$ cat config.mk
export PLATFORM = sky130hd
export DESIGN_NAME = dcas_top
export DESIGN_NICKNAME = d
export VERILOG_FILES = /design/src/dcas_pkg.sv /design/src/dcas_tx.sv /design/src/dcas_rx.sv /design/src/dcas_top.sv
export SDC_FILE = /design/constraint.sdc
export NUM_CORES = 1
export LEC_CHECK = 0
export BUFFER_PORTS_ARGS = -buffer_cell sky130_fd_sc_hd__buf_4
export CORE_AREA = 2 2 201 203
export DETAILED_ROUTE_END_ITERATION = 16
export DIE_AREA = 0 0 203 205
export PLACE_DENSITY = 0.48
export SYNTH_ARGS = -nofsm -noshare
export SYNTH_HDL_FRONTEND = slang
export SYNTH_SLANG_ARGS = --single-unit
$ cat constraint.sdc
create_clock -name mclk -period 8.7 [get_ports mclk]
set_input_delay 1.305 -clock mclk [delete_from_list [all_inputs] [get_ports mclk]]
set_output_delay 1.305 -clock mclk [all_outputs]
set_load 0.01 [all_outputs]
$ cat src/dcas_pkg.sv
// Shared constants, types and helpers of the dual-channel asynchronous serial block.
package dcas_pkg;
  // Number of independent serial channels.
  localparam int DCAS_CH = 2;
  // Register byte offsets inside one 16-byte channel window.
  localparam logic [3:0] DCAS_OFF_DATA = 4'h0;
  localparam logic [3:0] DCAS_OFF_STAT = 4'h4;
  localparam logic [3:0] DCAS_OFF_CTRL = 4'h8;
  localparam logic [3:0] DCAS_OFF_DIV = 4'hc;
  // Address bit that picks the channel window.
  localparam int DCAS_CH_BIT = 4;
  // Status register bit positions.
  localparam int DCAS_ST_RXAV = 0;
  localparam int DCAS_ST_TXND = 1;
  localparam int DCAS_ST_PERR = 2;
  localparam int DCAS_ST_FERR = 3;
  localparam int DCAS_ST_OVR = 4;
  localparam int DCAS_ST_TXBSY = 5;
  localparam int DCAS_ST_RXBSY = 6;
  // Reset values: eight data bits, one stop bit, no parity, x16.
  localparam logic [12:0] DCAS_CTRL_RST = 13'h000c;
  localparam logic [15:0] DCAS_DIV_RST = 16'h0000;
  // Ticks per bit for the three clock multiples.
  localparam logic [6:0] DCAS_OVS16 = 7'h10;
  localparam logic [6:0] DCAS_OVS32 = 7'h20;
  localparam logic [6:0] DCAS_OVS64 = 7'h40;
  // Control word of one channel.
  typedef struct packed {
    logic err_ie;
    logic tx_ie;
    logic rx_ie;
    logic wait_en;
    logic dma_en;
    logic par_odd;
    logic par_en;
    logic [1:0] stop_sel;
    logic [1:0] len_sel;
    logic [1:0] mul_sel;
  } dcas_cfg_t;
  // One received character with its check results.
  typedef struct packed {
    logic [7:0] data;
    logic perr;
    logic ferr;
  } dcas_rxres_t;
  // Ticks per bit for a multiple select; code 3 also means x64.
  function automatic logic [6:0] dcas_ovs(input logic [1:0] s);
    return (s == 2'h0) ? DCAS_OVS16 : (s == 2'h1) ? DCAS_OVS32 : DCAS_OVS64;
  endfunction
  // Index of the last data bit: five to eight bits.
  function automatic logic [2:0] dcas_last(input logic [1:0] s);
    return 3'h4 + {1'b0, s};
  endfunction
  // Stop length in ticks: one, one and a half or two bit times.
  function automatic logic [7:0] dcas_stop(input logic [6:0] o, input logic [1:0] s);
    logic [7:0] h;
    h = {2'h0, o[6:1]};
    return (s == 2'h0) ? 8'(h * 8'h02) : (s == 2'h1) ? 8'(h * 8'h03) : 8'(h * 8'h04);
  endfunction
endpackage

$ cat src/dcas_tx.sv
// Transmit serialiser of one channel.
`timescale 1ns/1ps
module dcas_tx
  import dcas_pkg::*;
(
  input wire logic mclk,
  input wire logic sys_rst,
  input wire logic tick,
  input wire dcas_cfg_t cfg,
  input wire logic load,
  input wire logic [7:0] din,
  output logic txd,
  output logic busy
);
  typedef enum logic [2:0] {TX_IDLE, TX_START, TX_DATA, TX_PAR, TX_STOP} dcas_txst_t;
  dcas_txst_t state_r; // Frame position.
  logic [7:0] sh_r; // Remaining data bits, next one in bit 0.
  logic [2:0] bit_r; // Data bit being sent.
  logic [7:0] cnt_r; // Ticks spent in the current bit.
  logic par_r; // Running parity.
  logic [6:0] ovs;
  logic [7:0] blen;
  logic bit_end;
  assign ovs = dcas_ovs(cfg.mul_sel);
  // Stop framing may be longer than one bit.
  assign blen = (state_r == TX_STOP) ? dcas_stop(ovs, cfg.stop_sel) : {1'b0, ovs};
  assign bit_end = tick && (cnt_r == blen - 8'h01);
  assign busy = (state_r != TX_IDLE);

  // Tick counter inside a bit; held at zero while idle.
  always_ff @(posedge mclk) begin
    if (sys_rst || state_r == TX_IDLE || bit_end) begin
      cnt_r <= 8'h00;
    end else if (tick) begin
      cnt_r <= cnt_r + 8'h01;
    end
  end

  // Frame sequencer; the line marks whenever nothing is being sent.
  always_ff @(posedge mclk) begin
    if (sys_rst) begin
      state_r <= TX_IDLE;
      txd <= 1'b1;
      sh_r <= 8'h00;
      bit_r <= 3'h0;
      par_r <= 1'b0;
    end else begin
      case (state_r)
        TX_IDLE: begin
          txd <= 1'b1;
          if (load) begin
            sh_r <= din;
            par_r <= cfg.par_odd;
            txd <= 1'b0;
            state_r <= TX_START;
          end
        end
        TX_START: begin
          if (bit_end) begin
            txd <= sh_r[0];
            par_r <= par_r ^ sh_r[0];
            bit_r <= 3'h0;
            state_r <= TX_DATA;
          end
        end
        TX_DATA: begin
          if (bit_end) begin
            sh_r <= sh_r >> 1;
            bit_r <= bit_r + 3'h1;
            if (bit_r == dcas_last(cfg.len_sel)) begin
              txd <= cfg.par_en ? par_r : 1'b1;
              state_r <= cfg.par_en ? TX_PAR : TX_STOP;
            end else begin
              txd <= sh_r[1];
              par_r <= par_r ^ sh_r[1];
            end
          end
        end
        TX_PAR: begin
          if (bit_end) begin
            txd <= 1'b1;
            state_r <= TX_STOP;
          end
        end
        TX_STOP: begin
          if (bit_end) begin
            state_r <= TX_IDLE;
          end
        end
        default: state_r <= TX_IDLE;
      endcase
    end
  end

  tx_idle_mark_a: assert property (@(posedge mclk) disable iff (sys_rst)
    state_r == TX_IDLE |-> txd) else $error("Idle line not marking.");
  tx_start_space_a: assert property (@(posedge mclk) disable iff (sys_rst)
    state_r == TX_IDLE && load |=> !txd && state_r == TX_START)
    else $error("No start bit after load.");
endmodule

$ cat src/dcas_rx.sv
// Receive deserialiser of one channel.
`timescale 1ns/1ps
module dcas_rx
  import dcas_pkg::*;
(
  input wire logic mclk,
  input wire logic sys_rst,
  input wire logic tick,
  input wire dcas_cfg_t cfg,
  input wire logic rxd,
  output logic done,
  output dcas_rxres_t res,
  output logic busy
);
  typedef enum logic [2:0] {RX_IDLE, RX_START, RX_DATA, RX_PAR, RX_STOP} dcas_rxst_t;
  dcas_rxst_t state_r; // Frame position.
  logic prev_r; // Line level one cycle ago, for edge detection.
  logic [7:0] sh_r; // Bits arrive at the top and move down.
  logic [2:0] bit_r; // Data bit being received.
  logic [7:0] cnt_r; // Ticks since the last sample point.
  logic par_r; // Running parity check.
  logic [6:0] ovs;
  logic [7:0] lim;
  logic smp;
  assign ovs = dcas_ovs(cfg.mul_sel);
  // Half a bit to the start check, then whole bits, so samples fall at centres.
  assign lim = (state_r == RX_START) ? {2'h0, ovs[6:1]} : {1'b0, ovs};
  assign smp = tick && (cnt_r == lim - 8'h01);
  assign busy = (state_r != RX_IDLE);

  // Edge history of the line.
  always_ff @(posedge mclk) begin
    if (sys_rst) begin
      prev_r <= 1'b1;
    end else begin
      prev_r <= rxd;
    end
  end

  // Tick counter between sample points.
  always_ff @(posedge mclk) begin
    if (sys_rst || state_r == RX_IDLE || smp) begin
      cnt_r <= 8'h00;
    end else if (tick) begin
      cnt_r <= cnt_r + 8'h01;
    end
  end

  // Frame sequencer.
  always_ff @(posedge mclk) begin
    if (sys_rst) begin
      state_r <= RX_IDLE;
      sh_r <= 8'h00;
      bit_r <= 3'h0;
      par_r <= 1'b0;
      done <= 1'b0;
      res <= '0;
    end else begin
      done <= 1'b0;
      case (state_r)
        RX_IDLE: begin
          if (prev_r && !rxd) begin
            state_r <= RX_START;
          end
        end
        RX_START: begin
          if (smp) begin
            // A short glitch is not a character.
            state_r <= rxd ? RX_IDLE : RX_DATA;
            bit_r <= 3'h0;
            par_r <= cfg.par_odd;
          end
        end
        RX_DATA: begin
          if (smp) begin
            sh_r <= {rxd, sh_r[7:1]};
            par_r <= par_r ^ rxd;
            bit_r <= bit_r + 3'h1;
            if (bit_r == dcas_last(cfg.len_sel)) begin
              state_r <= cfg.par_en ? RX_PAR : RX_STOP;
            end
          end
        end
        RX_PAR: begin
          if (smp) begin
            par_r <= par_r ^ rxd;
            state_r <= RX_STOP;
          end
        end
        RX_STOP: begin
          if (smp) begin
            // Right-align short characters; one stop sample ends the frame.
            res.data <= sh_r >> (3'h7 - dcas_last(cfg.len_sel));
            res.perr <= cfg.par_en && par_r;
            res.ferr <= !rxd;
            done <= 1'b1;
            state_r <= RX_IDLE;
          end
        end
        default: state_r <= RX_IDLE;
      endcase
    end
  end

  rx_noise_drop_a: assert property (@(posedge mclk) disable iff (sys_rst)
    state_r == RX_START && smp && rxd |=> state_r == RX_IDLE && !done)
    else $error("Glitch taken as a start bit.");
  rx_frame_err_a: assert property (@(posedge mclk) disable iff (sys_rst)
    state_r == RX_STOP && smp |=> done && res.ferr == !$past(rxd))
    else $error("Framing flag does not follow stop sample.");
  rx_noise_c: cover property (@(posedge mclk) state_r == RX_START && smp && rxd);
endmodule

$ cat src/dcas_top.sv
// Dual-channel asynchronous serial controller with an AHB-Lite register slave.
`timescale 1ns/1ps
// Function
// - Idle line marks one; receiver treats it idle.
// - Transmitter sends one zero start bit first.
// - Falling edge on idle line starts reception.
// - Data bits travel least significant first.
// - Parity bit follows last data bit.
// - Stop framing is one; ends the character.
// - Bit timing from local 16x/32x/64x ticks.
// - Two independent full-duplex channels.
// - Bytes become bit stream and back.
// - Generate parity, check it, flag mismatch.
// - Status shows receive, transmit-need, errors.
// - Interrupt on receive, transmit need, error.
// - Separate transmit and receive DMA requests.
// - Wait mode holds ready low until possible.
// - Resample start at half bit; reject noise.
// - Five to eight data bits per character.
// - Stop length one, one and half, two.
// - Parity odd, even or disabled.
module dcas_top
  import dcas_pkg::*;
(
  input wire logic mclk,
  input wire logic sys_rst,
  input wire logic hsel,
  input wire logic [31:0] haddr,
  input wire logic [1:0] htrans,
  input wire logic hwrite,
  input wire logic [2:0] hsize,
  input wire logic [31:0] hwdata,
  input wire logic hready,
  output logic hreadyout,
  output logic [31:0] hrdata,
  output logic hresp,
  input wire logic [DCAS_CH-1:0] rxd,
  output logic [DCAS_CH-1:0] txd,
  output logic [DCAS_CH-1:0] dma_tx_req,
  output logic [DCAS_CH-1:0] dma_rx_req,
  output logic irq
);

  // ******************************************************************
  // Bus data phase state
  // ******************************************************************

  // Pending data phase, captured at an accepted address phase.
  logic dp_v_r;
  // Direction of the pending access.
  logic dp_wr_r;
  // Channel that the pending access addresses.
  logic dp_ch_r;
  // Register offset inside the channel window.
  logic [3:0] dp_off_r;
  // The address lies inside the two channel windows.
  logic dp_hit_r;
  // Data-register access that must wait for the channel.
  logic stall;
  // The data phase completes in this cycle.
  logic dp_done;
  // Per-channel view of the stall condition.
  logic [DCAS_CH-1:0] stall_ch;

  // ******************************************************************
  // Per-channel state, one element driven by each channel slice
  // ******************************************************************

  // Control word of each channel.
  dcas_cfg_t cfg_r [DCAS_CH];
  // Divider reload value: a tick every div_r+1 clocks.
  logic [15:0] div_r [DCAS_CH];
  // Divider count.
  logic [15:0] dcnt_r [DCAS_CH];
  // Oversampling tick, one clock wide.
  logic [DCAS_CH-1:0] tick;
  // Byte waiting for the transmitter.
  logic [7:0] tx_hold_r [DCAS_CH];
  // The holding register is occupied.
  logic [DCAS_CH-1:0] tx_full_r;
  // Transmitter is inside a frame.
  logic [DCAS_CH-1:0] tx_busy;
  // Hand the held byte to the serialiser.
  logic [DCAS_CH-1:0] tx_ld;
  // Last received byte.
  logic [7:0] rx_data_r [DCAS_CH];
  // A received byte is waiting to be read.
  logic [DCAS_CH-1:0] rx_av_r;
  // Sticky error flags.
  logic [DCAS_CH-1:0] perr_r;
  logic [DCAS_CH-1:0] ferr_r;
  logic [DCAS_CH-1:0] ovr_r;
  // Receiver outputs.
  logic [DCAS_CH-1:0] rx_done;
  logic [DCAS_CH-1:0] rx_busy;
  dcas_rxres_t rx_res [DCAS_CH];
  // Per-channel interrupt request.
  logic [DCAS_CH-1:0] irq_ch;
  // Status word of each channel.
  logic [31:0] stat [DCAS_CH];

  // ******************************************************************
  // AHB-Lite slave front end
  // ******************************************************************

  // Take an address phase whenever the bus is ready; hold it otherwise.
  always_ff @(posedge mclk) begin
    if (sys_rst) begin
      dp_v_r <= 1'b0;
      dp_wr_r <= 1'b0;
      dp_ch_r <= 1'b0;
      dp_off_r <= 4'h0;
      dp_hit_r <= 1'b0;
    end else if (hready) begin
      // Only whole-word single transfers are expected, so hsize is not decoded.
      dp_v_r <= hsel && htrans[1];
      dp_wr_r <= hwrite;
      dp_ch_r <= haddr[DCAS_CH_BIT];
      dp_off_r <= haddr[3:0];
      dp_hit_r <= (haddr[31:DCAS_CH_BIT+1] == '0);
    end
  end

  // Wait mode stretches a data access until the channel can take or give a byte.
  assign stall = |stall_ch;
  assign hreadyout = !stall;
  assign hresp = 1'b0;
  assign dp_done = dp_v_r && dp_hit_r && !stall;

  // Read mux; unmapped addresses and reserved bits read as zero.
  always_comb begin
    hrdata = 32'h0000_0000;
    if (dp_v_r && dp_hit_r && !dp_wr_r) begin
      case (dp_off_r)
        DCAS_OFF_DATA: hrdata = {24'h00_0000, rx_data_r[dp_ch_r]};
        DCAS_OFF_STAT: hrdata = stat[dp_ch_r];
        DCAS_OFF_CTRL: hrdata = {19'h0_0000, cfg_r[dp_ch_r]};
        DCAS_OFF_DIV: hrdata = {16'h0000, div_r[dp_ch_r]};
        default: hrdata = 32'h0000_0000;
      endcase
    end
  end

  // ******************************************************************
  // Channels
  // ******************************************************************

  genvar ch;
  generate
    for (ch = 0; ch < DCAS_CH; ch++) begin : g_ch
      // Accesses of this slice in the completing data phase.
      logic sel;
      logic wr_data;
      logic rd_data;
      logic wr_stat;
      assign sel = dp_done && (dp_ch_r == 1'(ch));
      assign wr_data = sel && dp_wr_r && dp_off_r == DCAS_OFF_DATA;
      assign rd_data = sel && !dp_wr_r && dp_off_r == DCAS_OFF_DATA;
      assign wr_stat = sel && dp_wr_r && dp_off_r == DCAS_OFF_STAT;
      // Stall only while the slot is full on a write or empty on a read.
      assign stall_ch[ch] = dp_v_r && dp_hit_r && dp_ch_r == 1'(ch) &&
        dp_off_r == DCAS_OFF_DATA && cfg_r[ch].wait_en &&
        (dp_wr_r ? tx_full_r[ch] : !rx_av_r[ch]);

      // Control and divider registers.
      always_ff @(posedge mclk) begin
        if (sys_rst) begin
          cfg_r[ch] <= dcas_cfg_t'(DCAS_CTRL_RST);
          div_r[ch] <= DCAS_DIV_RST;
        end else if (sel && dp_wr_r) begin
          if (dp_off_r == DCAS_OFF_CTRL) begin
            cfg_r[ch] <= dcas_cfg_t'(hwdata[12:0]);
          end
          if (dp_off_r == DCAS_OFF_DIV) begin
            div_r[ch] <= hwdata[15:0];
          end
        end
      end

      // Local bit-clock divider; each channel has its own rate.
      always_ff @(posedge mclk) begin
        if (sys_rst || tick[ch]) begin
          dcnt_r[ch] <= 16'h0000;
        end else begin
          dcnt_r[ch] <= dcnt_r[ch] + 16'h0001;
        end
      end
      assign tick[ch] = (dcnt_r[ch] >= div_r[ch]);

      // Transmit holding register; a new byte wins over the hand-off.
      always_ff @(posedge mclk) begin
        if (sys_rst) begin
          tx_hold_r[ch] <= 8'h00;
          tx_full_r[ch] <= 1'b0;
        end else begin
          if (wr_data) begin
            tx_hold_r[ch] <= hwdata[7:0];
          end
          tx_full_r[ch] <= wr_data || (tx_full_r[ch] && !tx_ld[ch]);
        end
      end
      assign tx_ld[ch] = tx_full_r[ch] && !tx_busy[ch];

      // Receive holding register; an arriving byte wins over the read clear.
      always_ff @(posedge mclk) begin
        if (sys_rst) begin
          rx_data_r[ch] <= 8'h00;
          rx_av_r[ch] <= 1'b0;
        end else begin
          if (rx_done[ch]) begin
            rx_data_r[ch] <= rx_res[ch].data;
          end
          rx_av_r[ch] <= rx_done[ch] || (rx_av_r[ch] && !rd_data);
        end
      end

      // Sticky errors, cleared by writing one; a new event wins over the clear.
      always_ff @(posedge mclk) begin
        if (sys_rst) begin
          perr_r[ch] <= 1'b0;
          ferr_r[ch] <= 1'b0;
          ovr_r[ch] <= 1'b0;
        end else begin
          perr_r[ch] <= (rx_done[ch] && rx_res[ch].perr) ||
            (perr_r[ch] && !(wr_stat && hwdata[DCAS_ST_PERR]));
          ferr_r[ch] <= (rx_done[ch] && rx_res[ch].ferr) ||
            (ferr_r[ch] && !(wr_stat && hwdata[DCAS_ST_FERR]));
          // Overrun: the previous byte was still unread when a new one landed.
          ovr_r[ch] <= (rx_done[ch] && rx_av_r[ch] && !rd_data) ||
            (ovr_r[ch] && !(wr_stat && hwdata[DCAS_ST_OVR]));
        end
      end

      // Status word: readiness, errors and activity.
      always_comb begin
        stat[ch] = 32'h0000_0000;
        stat[ch][DCAS_ST_RXAV] = rx_av_r[ch];
        stat[ch][DCAS_ST_TXND] = !tx_full_r[ch];
        stat[ch][DCAS_ST_PERR] = perr_r[ch];
        stat[ch][DCAS_ST_FERR] = ferr_r[ch];
        stat[ch][DCAS_ST_OVR] = ovr_r[ch];
        stat[ch][DCAS_ST_TXBSY] = tx_busy[ch];
        stat[ch][DCAS_ST_RXBSY] = rx_busy[ch];
      end

      // DMA requests are levels; the controller answers with DATA accesses.
      assign dma_tx_req[ch] = cfg_r[ch].dma_en && !tx_full_r[ch];
      assign dma_rx_req[ch] = cfg_r[ch].dma_en && rx_av_r[ch];
      assign irq_ch[ch] = (cfg_r[ch].rx_ie && rx_av_r[ch]) ||
        (cfg_r[ch].tx_ie && !tx_full_r[ch]) ||
        (cfg_r[ch].err_ie && (perr_r[ch] || ferr_r[ch] || ovr_r[ch]));

      dcas_tx u_tx (
        .mclk(mclk),
        .sys_rst(sys_rst),
        .tick(tick[ch]),
        .cfg(cfg_r[ch]),
        .load(tx_ld[ch]),
        .din(tx_hold_r[ch]),
        .txd(txd[ch]),
        .busy(tx_busy[ch])
      );

      dcas_rx u_rx (
        .mclk(mclk),
        .sys_rst(sys_rst),
        .tick(tick[ch]),
        .cfg(cfg_r[ch]),
        .rxd(rxd[ch]),
        .done(rx_done[ch]),
        .res(rx_res[ch]),
        .busy(rx_busy[ch])
      );

      // **************************************************************
      // Checks of this channel
      // **************************************************************

      wait_stall_a: assert property (@(posedge mclk) disable iff (sys_rst)
        dp_v_r && dp_hit_r && dp_ch_r == 1'(ch) && !dp_wr_r &&
        dp_off_r == DCAS_OFF_DATA && cfg_r[ch].wait_en && !rx_av_r[ch] |-> !hreadyout)
        else $error("Wait-mode read not stalled.");
      dma_req_a: assert property (@(posedge mclk) disable iff (sys_rst)
        cfg_r[ch].dma_en && rx_done[ch] |=> dma_rx_req[ch])
        else $error("Receive DMA request missing.");
      rx_set_wins_a: assert property (@(posedge mclk) disable iff (sys_rst)
        rx_done[ch] && rd_data |=> rx_av_r[ch])
        else $error("Arriving byte lost to read clear.");
      // A byte written in the hand-off cycle refills the slot, so only a quiet hand-off is checked.
      tx_handoff_a: assert property (@(posedge mclk) disable iff (sys_rst)
        tx_ld[ch] && !wr_data |=> tx_busy[ch] && !tx_full_r[ch])
        else $error("Held byte not handed to transmitter.");
      // The sticky flag lands one cycle after the result and the request one cycle later.
      irq_err_a: assert property (@(posedge mclk) disable iff (sys_rst)
        cfg_r[ch].err_ie && rx_done[ch] && rx_res[ch].perr |-> ##2 irq)
        else $error("Parity error raised no interrupt.");
      perr_c: cover property (@(posedge mclk) rx_done[ch] && rx_res[ch].perr);
      stall_c: cover property (@(posedge mclk) stall_ch[ch] ##1 !stall_ch[ch]);
      frame_c: cover property (@(posedge mclk) rx_done[ch] && !rx_res[ch].ferr);
    end
  endgenerate

  // One request line gathers both channels.
  always_ff @(posedge mclk) begin
    if (sys_rst) begin
      irq <= 1'b0;
    end else begin
      irq <= |irq_ch;
    end
  end

endmodule

==> flow_summary.ini <==
[worst_setup_path]
worst-path-max-fanout = 7
ff2ff_setup_slack_ns = 4.86
slowest_stage = nor2_1
cp_cell_sequence = nor2_1 -> nand2_1 -> nor2_1 -> a211oi_1 -> a31oi_1 -> nor2_1 -> nor2_1 -> buf_4
worst_path_largest_cell_delay_ns = 0.51
critical_path_required_ns = 7.39
crit_type = flip-flop to primary output
startpoint_type = flip-flop
crit_path_end_kind = primary output
worst-path-buf-inv = 1
crit_arrival_ns = 2.79
cpMostUsedCell = nor2_1
critPathTopFamily = simple AND/OR/NAND/NOR gates

[synthesis]
netlist_instances = 1492
syn_area_sq_um = 13700
ys_types = 82
yosys.area.top_type = dfxtp_1
synth_ff_type = dfxtp_1
seq_area_frac_synth_pct = 44.6
synth_area_leaders = dfxtp_1, edfxtp_1, mux2i_1
synth-async-reset-ratio_pct = 0
synth_top_area_share_pct = 24.9
synth_edf_count = 90
synth.avg_cell_area_sq_um = 9.18
yosysWarnings = 0
ys_ff_latch = 260

[cells_and_area]
final_cell_mix = nor2_1, dfxtp_1, buf_4
areaGrowthSynthToFinish_pct = 14.5
layout-drive-gt1-share_pct = 11.0
fill_cells = 3943
multi_input_area_sq_um = 6910
fin_cells = 2083
layout_commonest_cell = nor2_1
seq_area_sq_um = 6110
nets = 1653

[clock_network]
cts_max_path_buffers = 3
cts_tree = done
cts_buffers = 31
post_cts_buffers = 0
cts.sinks = 260
path_clk_slew_ns = 0.06
hold_buffers = 0
h-tree-depth = 1
root_buffer = clkbuf_16
worstSkewPairLatency_ns = 0.59
post_cts_resized = 0

[drt]
drc = 0
wl_um = 36600
firstDrtPassIters = 5
wl_per_cell_um = 17.6
vias = 10700
vias_per_cell = 5.13
drtIter0Drc = 649
drtAntennaViolNets = 0

[place]
dp.cells = 2025
port_buffers = 79
dp_hpwl_um = 26300
gp_congestion = 0.832

[sta]
period_share_pct = 47.1
tightestPinTransition_ns = 1.04
rsz0062_at_grt = false
setup_viol = 0
hold_ws_ns = 0.452
skew_ns = 0.0332
totalNegativeSetupSlack_ns = 0
fmax_mhz = 244
final_max_slew_viol_count = 0
fin_crit_ns = 4.10
max_slew_margin_pct = 29.6
hold_viol_final = 0

[min_path]
hold_class = flip-flop to flip-flop

[power]
ir_drop_mv = 0.144
power_density_nw_per_um2 = 175
power.leakage_nw = 5.93

[flow_run]
max_cap_viol_count = 0

[die]
start_util_pct = 34.8
die_w_um = 203
io_pins = 117
row_count = 73
core_sq_um = 39400
die_h_um = 205
die_area_sq_um = 41600

[global_route]
antenna_found_initial = 2
grt_use_total_pct = 17.6
grt_pass1_vias = 10300
grt_overflow_total = 0
grt_pass1_wl_um = 58200
grt_start_max_net_pins = 60

[outcome]
status = completed
## path summary, 6_finish.rpt
path	start	end	cells after the start
worst max register to register	g_ch[1].u_rx.state_r[0]$_SDFFE_PP0P_	g_ch[1].u_rx.res[8]$_SDFFE_PP0P_	12
worst max-delay path	dp_off_r[0]$_SDFFE_PP0P_	hrdata[5]	8
worst min register to register	g_ch[1].u_tx.sh_r[6]$_SDFFE_PP0P_	g_ch[1].u_tx.sh_r[6]$_SDFFE_PP0P_	2
worst min-delay path	g_ch[1].u_tx.sh_r[6]$_SDFFE_PP0P_	g_ch[1].u_tx.sh_r[6]$_SDFFE_PP0P_	2
## cell usage after synthesis, types with 6 or more instances
| library cell | number |
|---|---|
| a211oi_1 | 20 |
| a21oi_1 | 79 |
| a22oi_1 | 11 |
| a31oi_1 | 11 |
| and2_1 | 77 |
| and3_1 | 20 |
| buf_1 | 9 |
| buf_2 | 10 |
| buf_4 | 19 |
| clkbuf_1 | 66 |
| dfxtp_1 | 170 |
| edfxtp_1 | 90 |
| ha_1 | 44 |
| inv_1 | 69 |
| mux2i_1 | 88 |
| nand2_1 | 94 |
| nand2b_1 | 19 |
| nand3_1 | 39 |
| nand4_1 | 19 |
| nor2_1 | 190 |
| nor2b_1 | 11 |
| nor3_1 | 30 |
| nor4_1 | 13 |
| o211ai_1 | 11 |
| o21ai_0 | 38 |
| o21ai_1 | 13 |
| o22ai_1 | 11 |
| o31ai_1 | 9 |
| or2_2 | 6 |
| or3_1 | 12 |
| or4_1 | 8 |
| xnor2_1 | 29 |
| xor2_1 | 43 |
## flip-flops by register name (all words and copies together), names as in the netlist, 16 cells and up, named ones only
register,flops
g_ch.u_tx.cnt_r,16
cfg_r,26
g_ch.u_tx.sh_r,16
g_ch.u_rx.res,20
g_ch.u_rx.cnt_r,16
rx_data_r,16
div_r,32
dcnt_r,32
tx_hold_r,16
g_ch.u_rx.sh_r,16
## per-layer routing
metal,global-route usage (%),vias up,wire length [um]
li1,-,5335,-
met1,24.3,5075,17300
met2,27.6,226,16200
met3,3.45,57,2030
met4,5.92,0,1130
met5,0,-,0
## tightest hold or removal path, delay by kind of cell (launching register included)
| family | cells | cell delay [ns] |
|---|---|---|
| buf+inv | 1 | 0.06 |
| flops | 1 | 0.29 |
| compound gates | 1 | 0.05 |
## cells by family after synthesis
group	share of synthesized area [%]
AND/OR/NAND/NOR	21.2
XOR/XNOR	4.60
other	0.0274
flip-flops	44.6
buffers and inverters	5.49
AO/OA/AOI/OAI	12.8
multiplexers	7.25
adder cells (fa/ha/maj)	4.02
## area by class of cell
class | count | area share, %
Multi-Input combinational cell | 1072 | 44.1
Sequential cell | 260 | 38.9
Clock buffer | 42 | 5.40
Timing Repair Buffer | 97 | 4.64
Tap cell | 525 | 4.19
Inverter | 71 | 1.70
Clock inverter | 15 | 1.02
Antenna cell | 1 | 0.0160
## metrics by stage
step                area [sq um]  utilization (%)  worst slack [ns]  power [mW]
finish                     15700             39.8              4.60        2.75
global route               15700             39.8              4.43        2.85
CTS                        15700             39.8              4.68        2.79
detailed placement         14700             37.3              4.83        1.48
global placement           14700             37.3              4.82        1.48
floorplan                  13800                -              5.44        1.42
## power breakdown
part / total (mW) / switching, mW / internal [mW]
clock: 1.29 / 0.524 / 0.769
sequential: 1.30 / 0.0263 / 1.28
combinational: 0.154 / 0.0931 / 0.0606
total: 2.75 / 0.644 / 2.11
No activity file was read; power rests on OpenSTA's default activity.
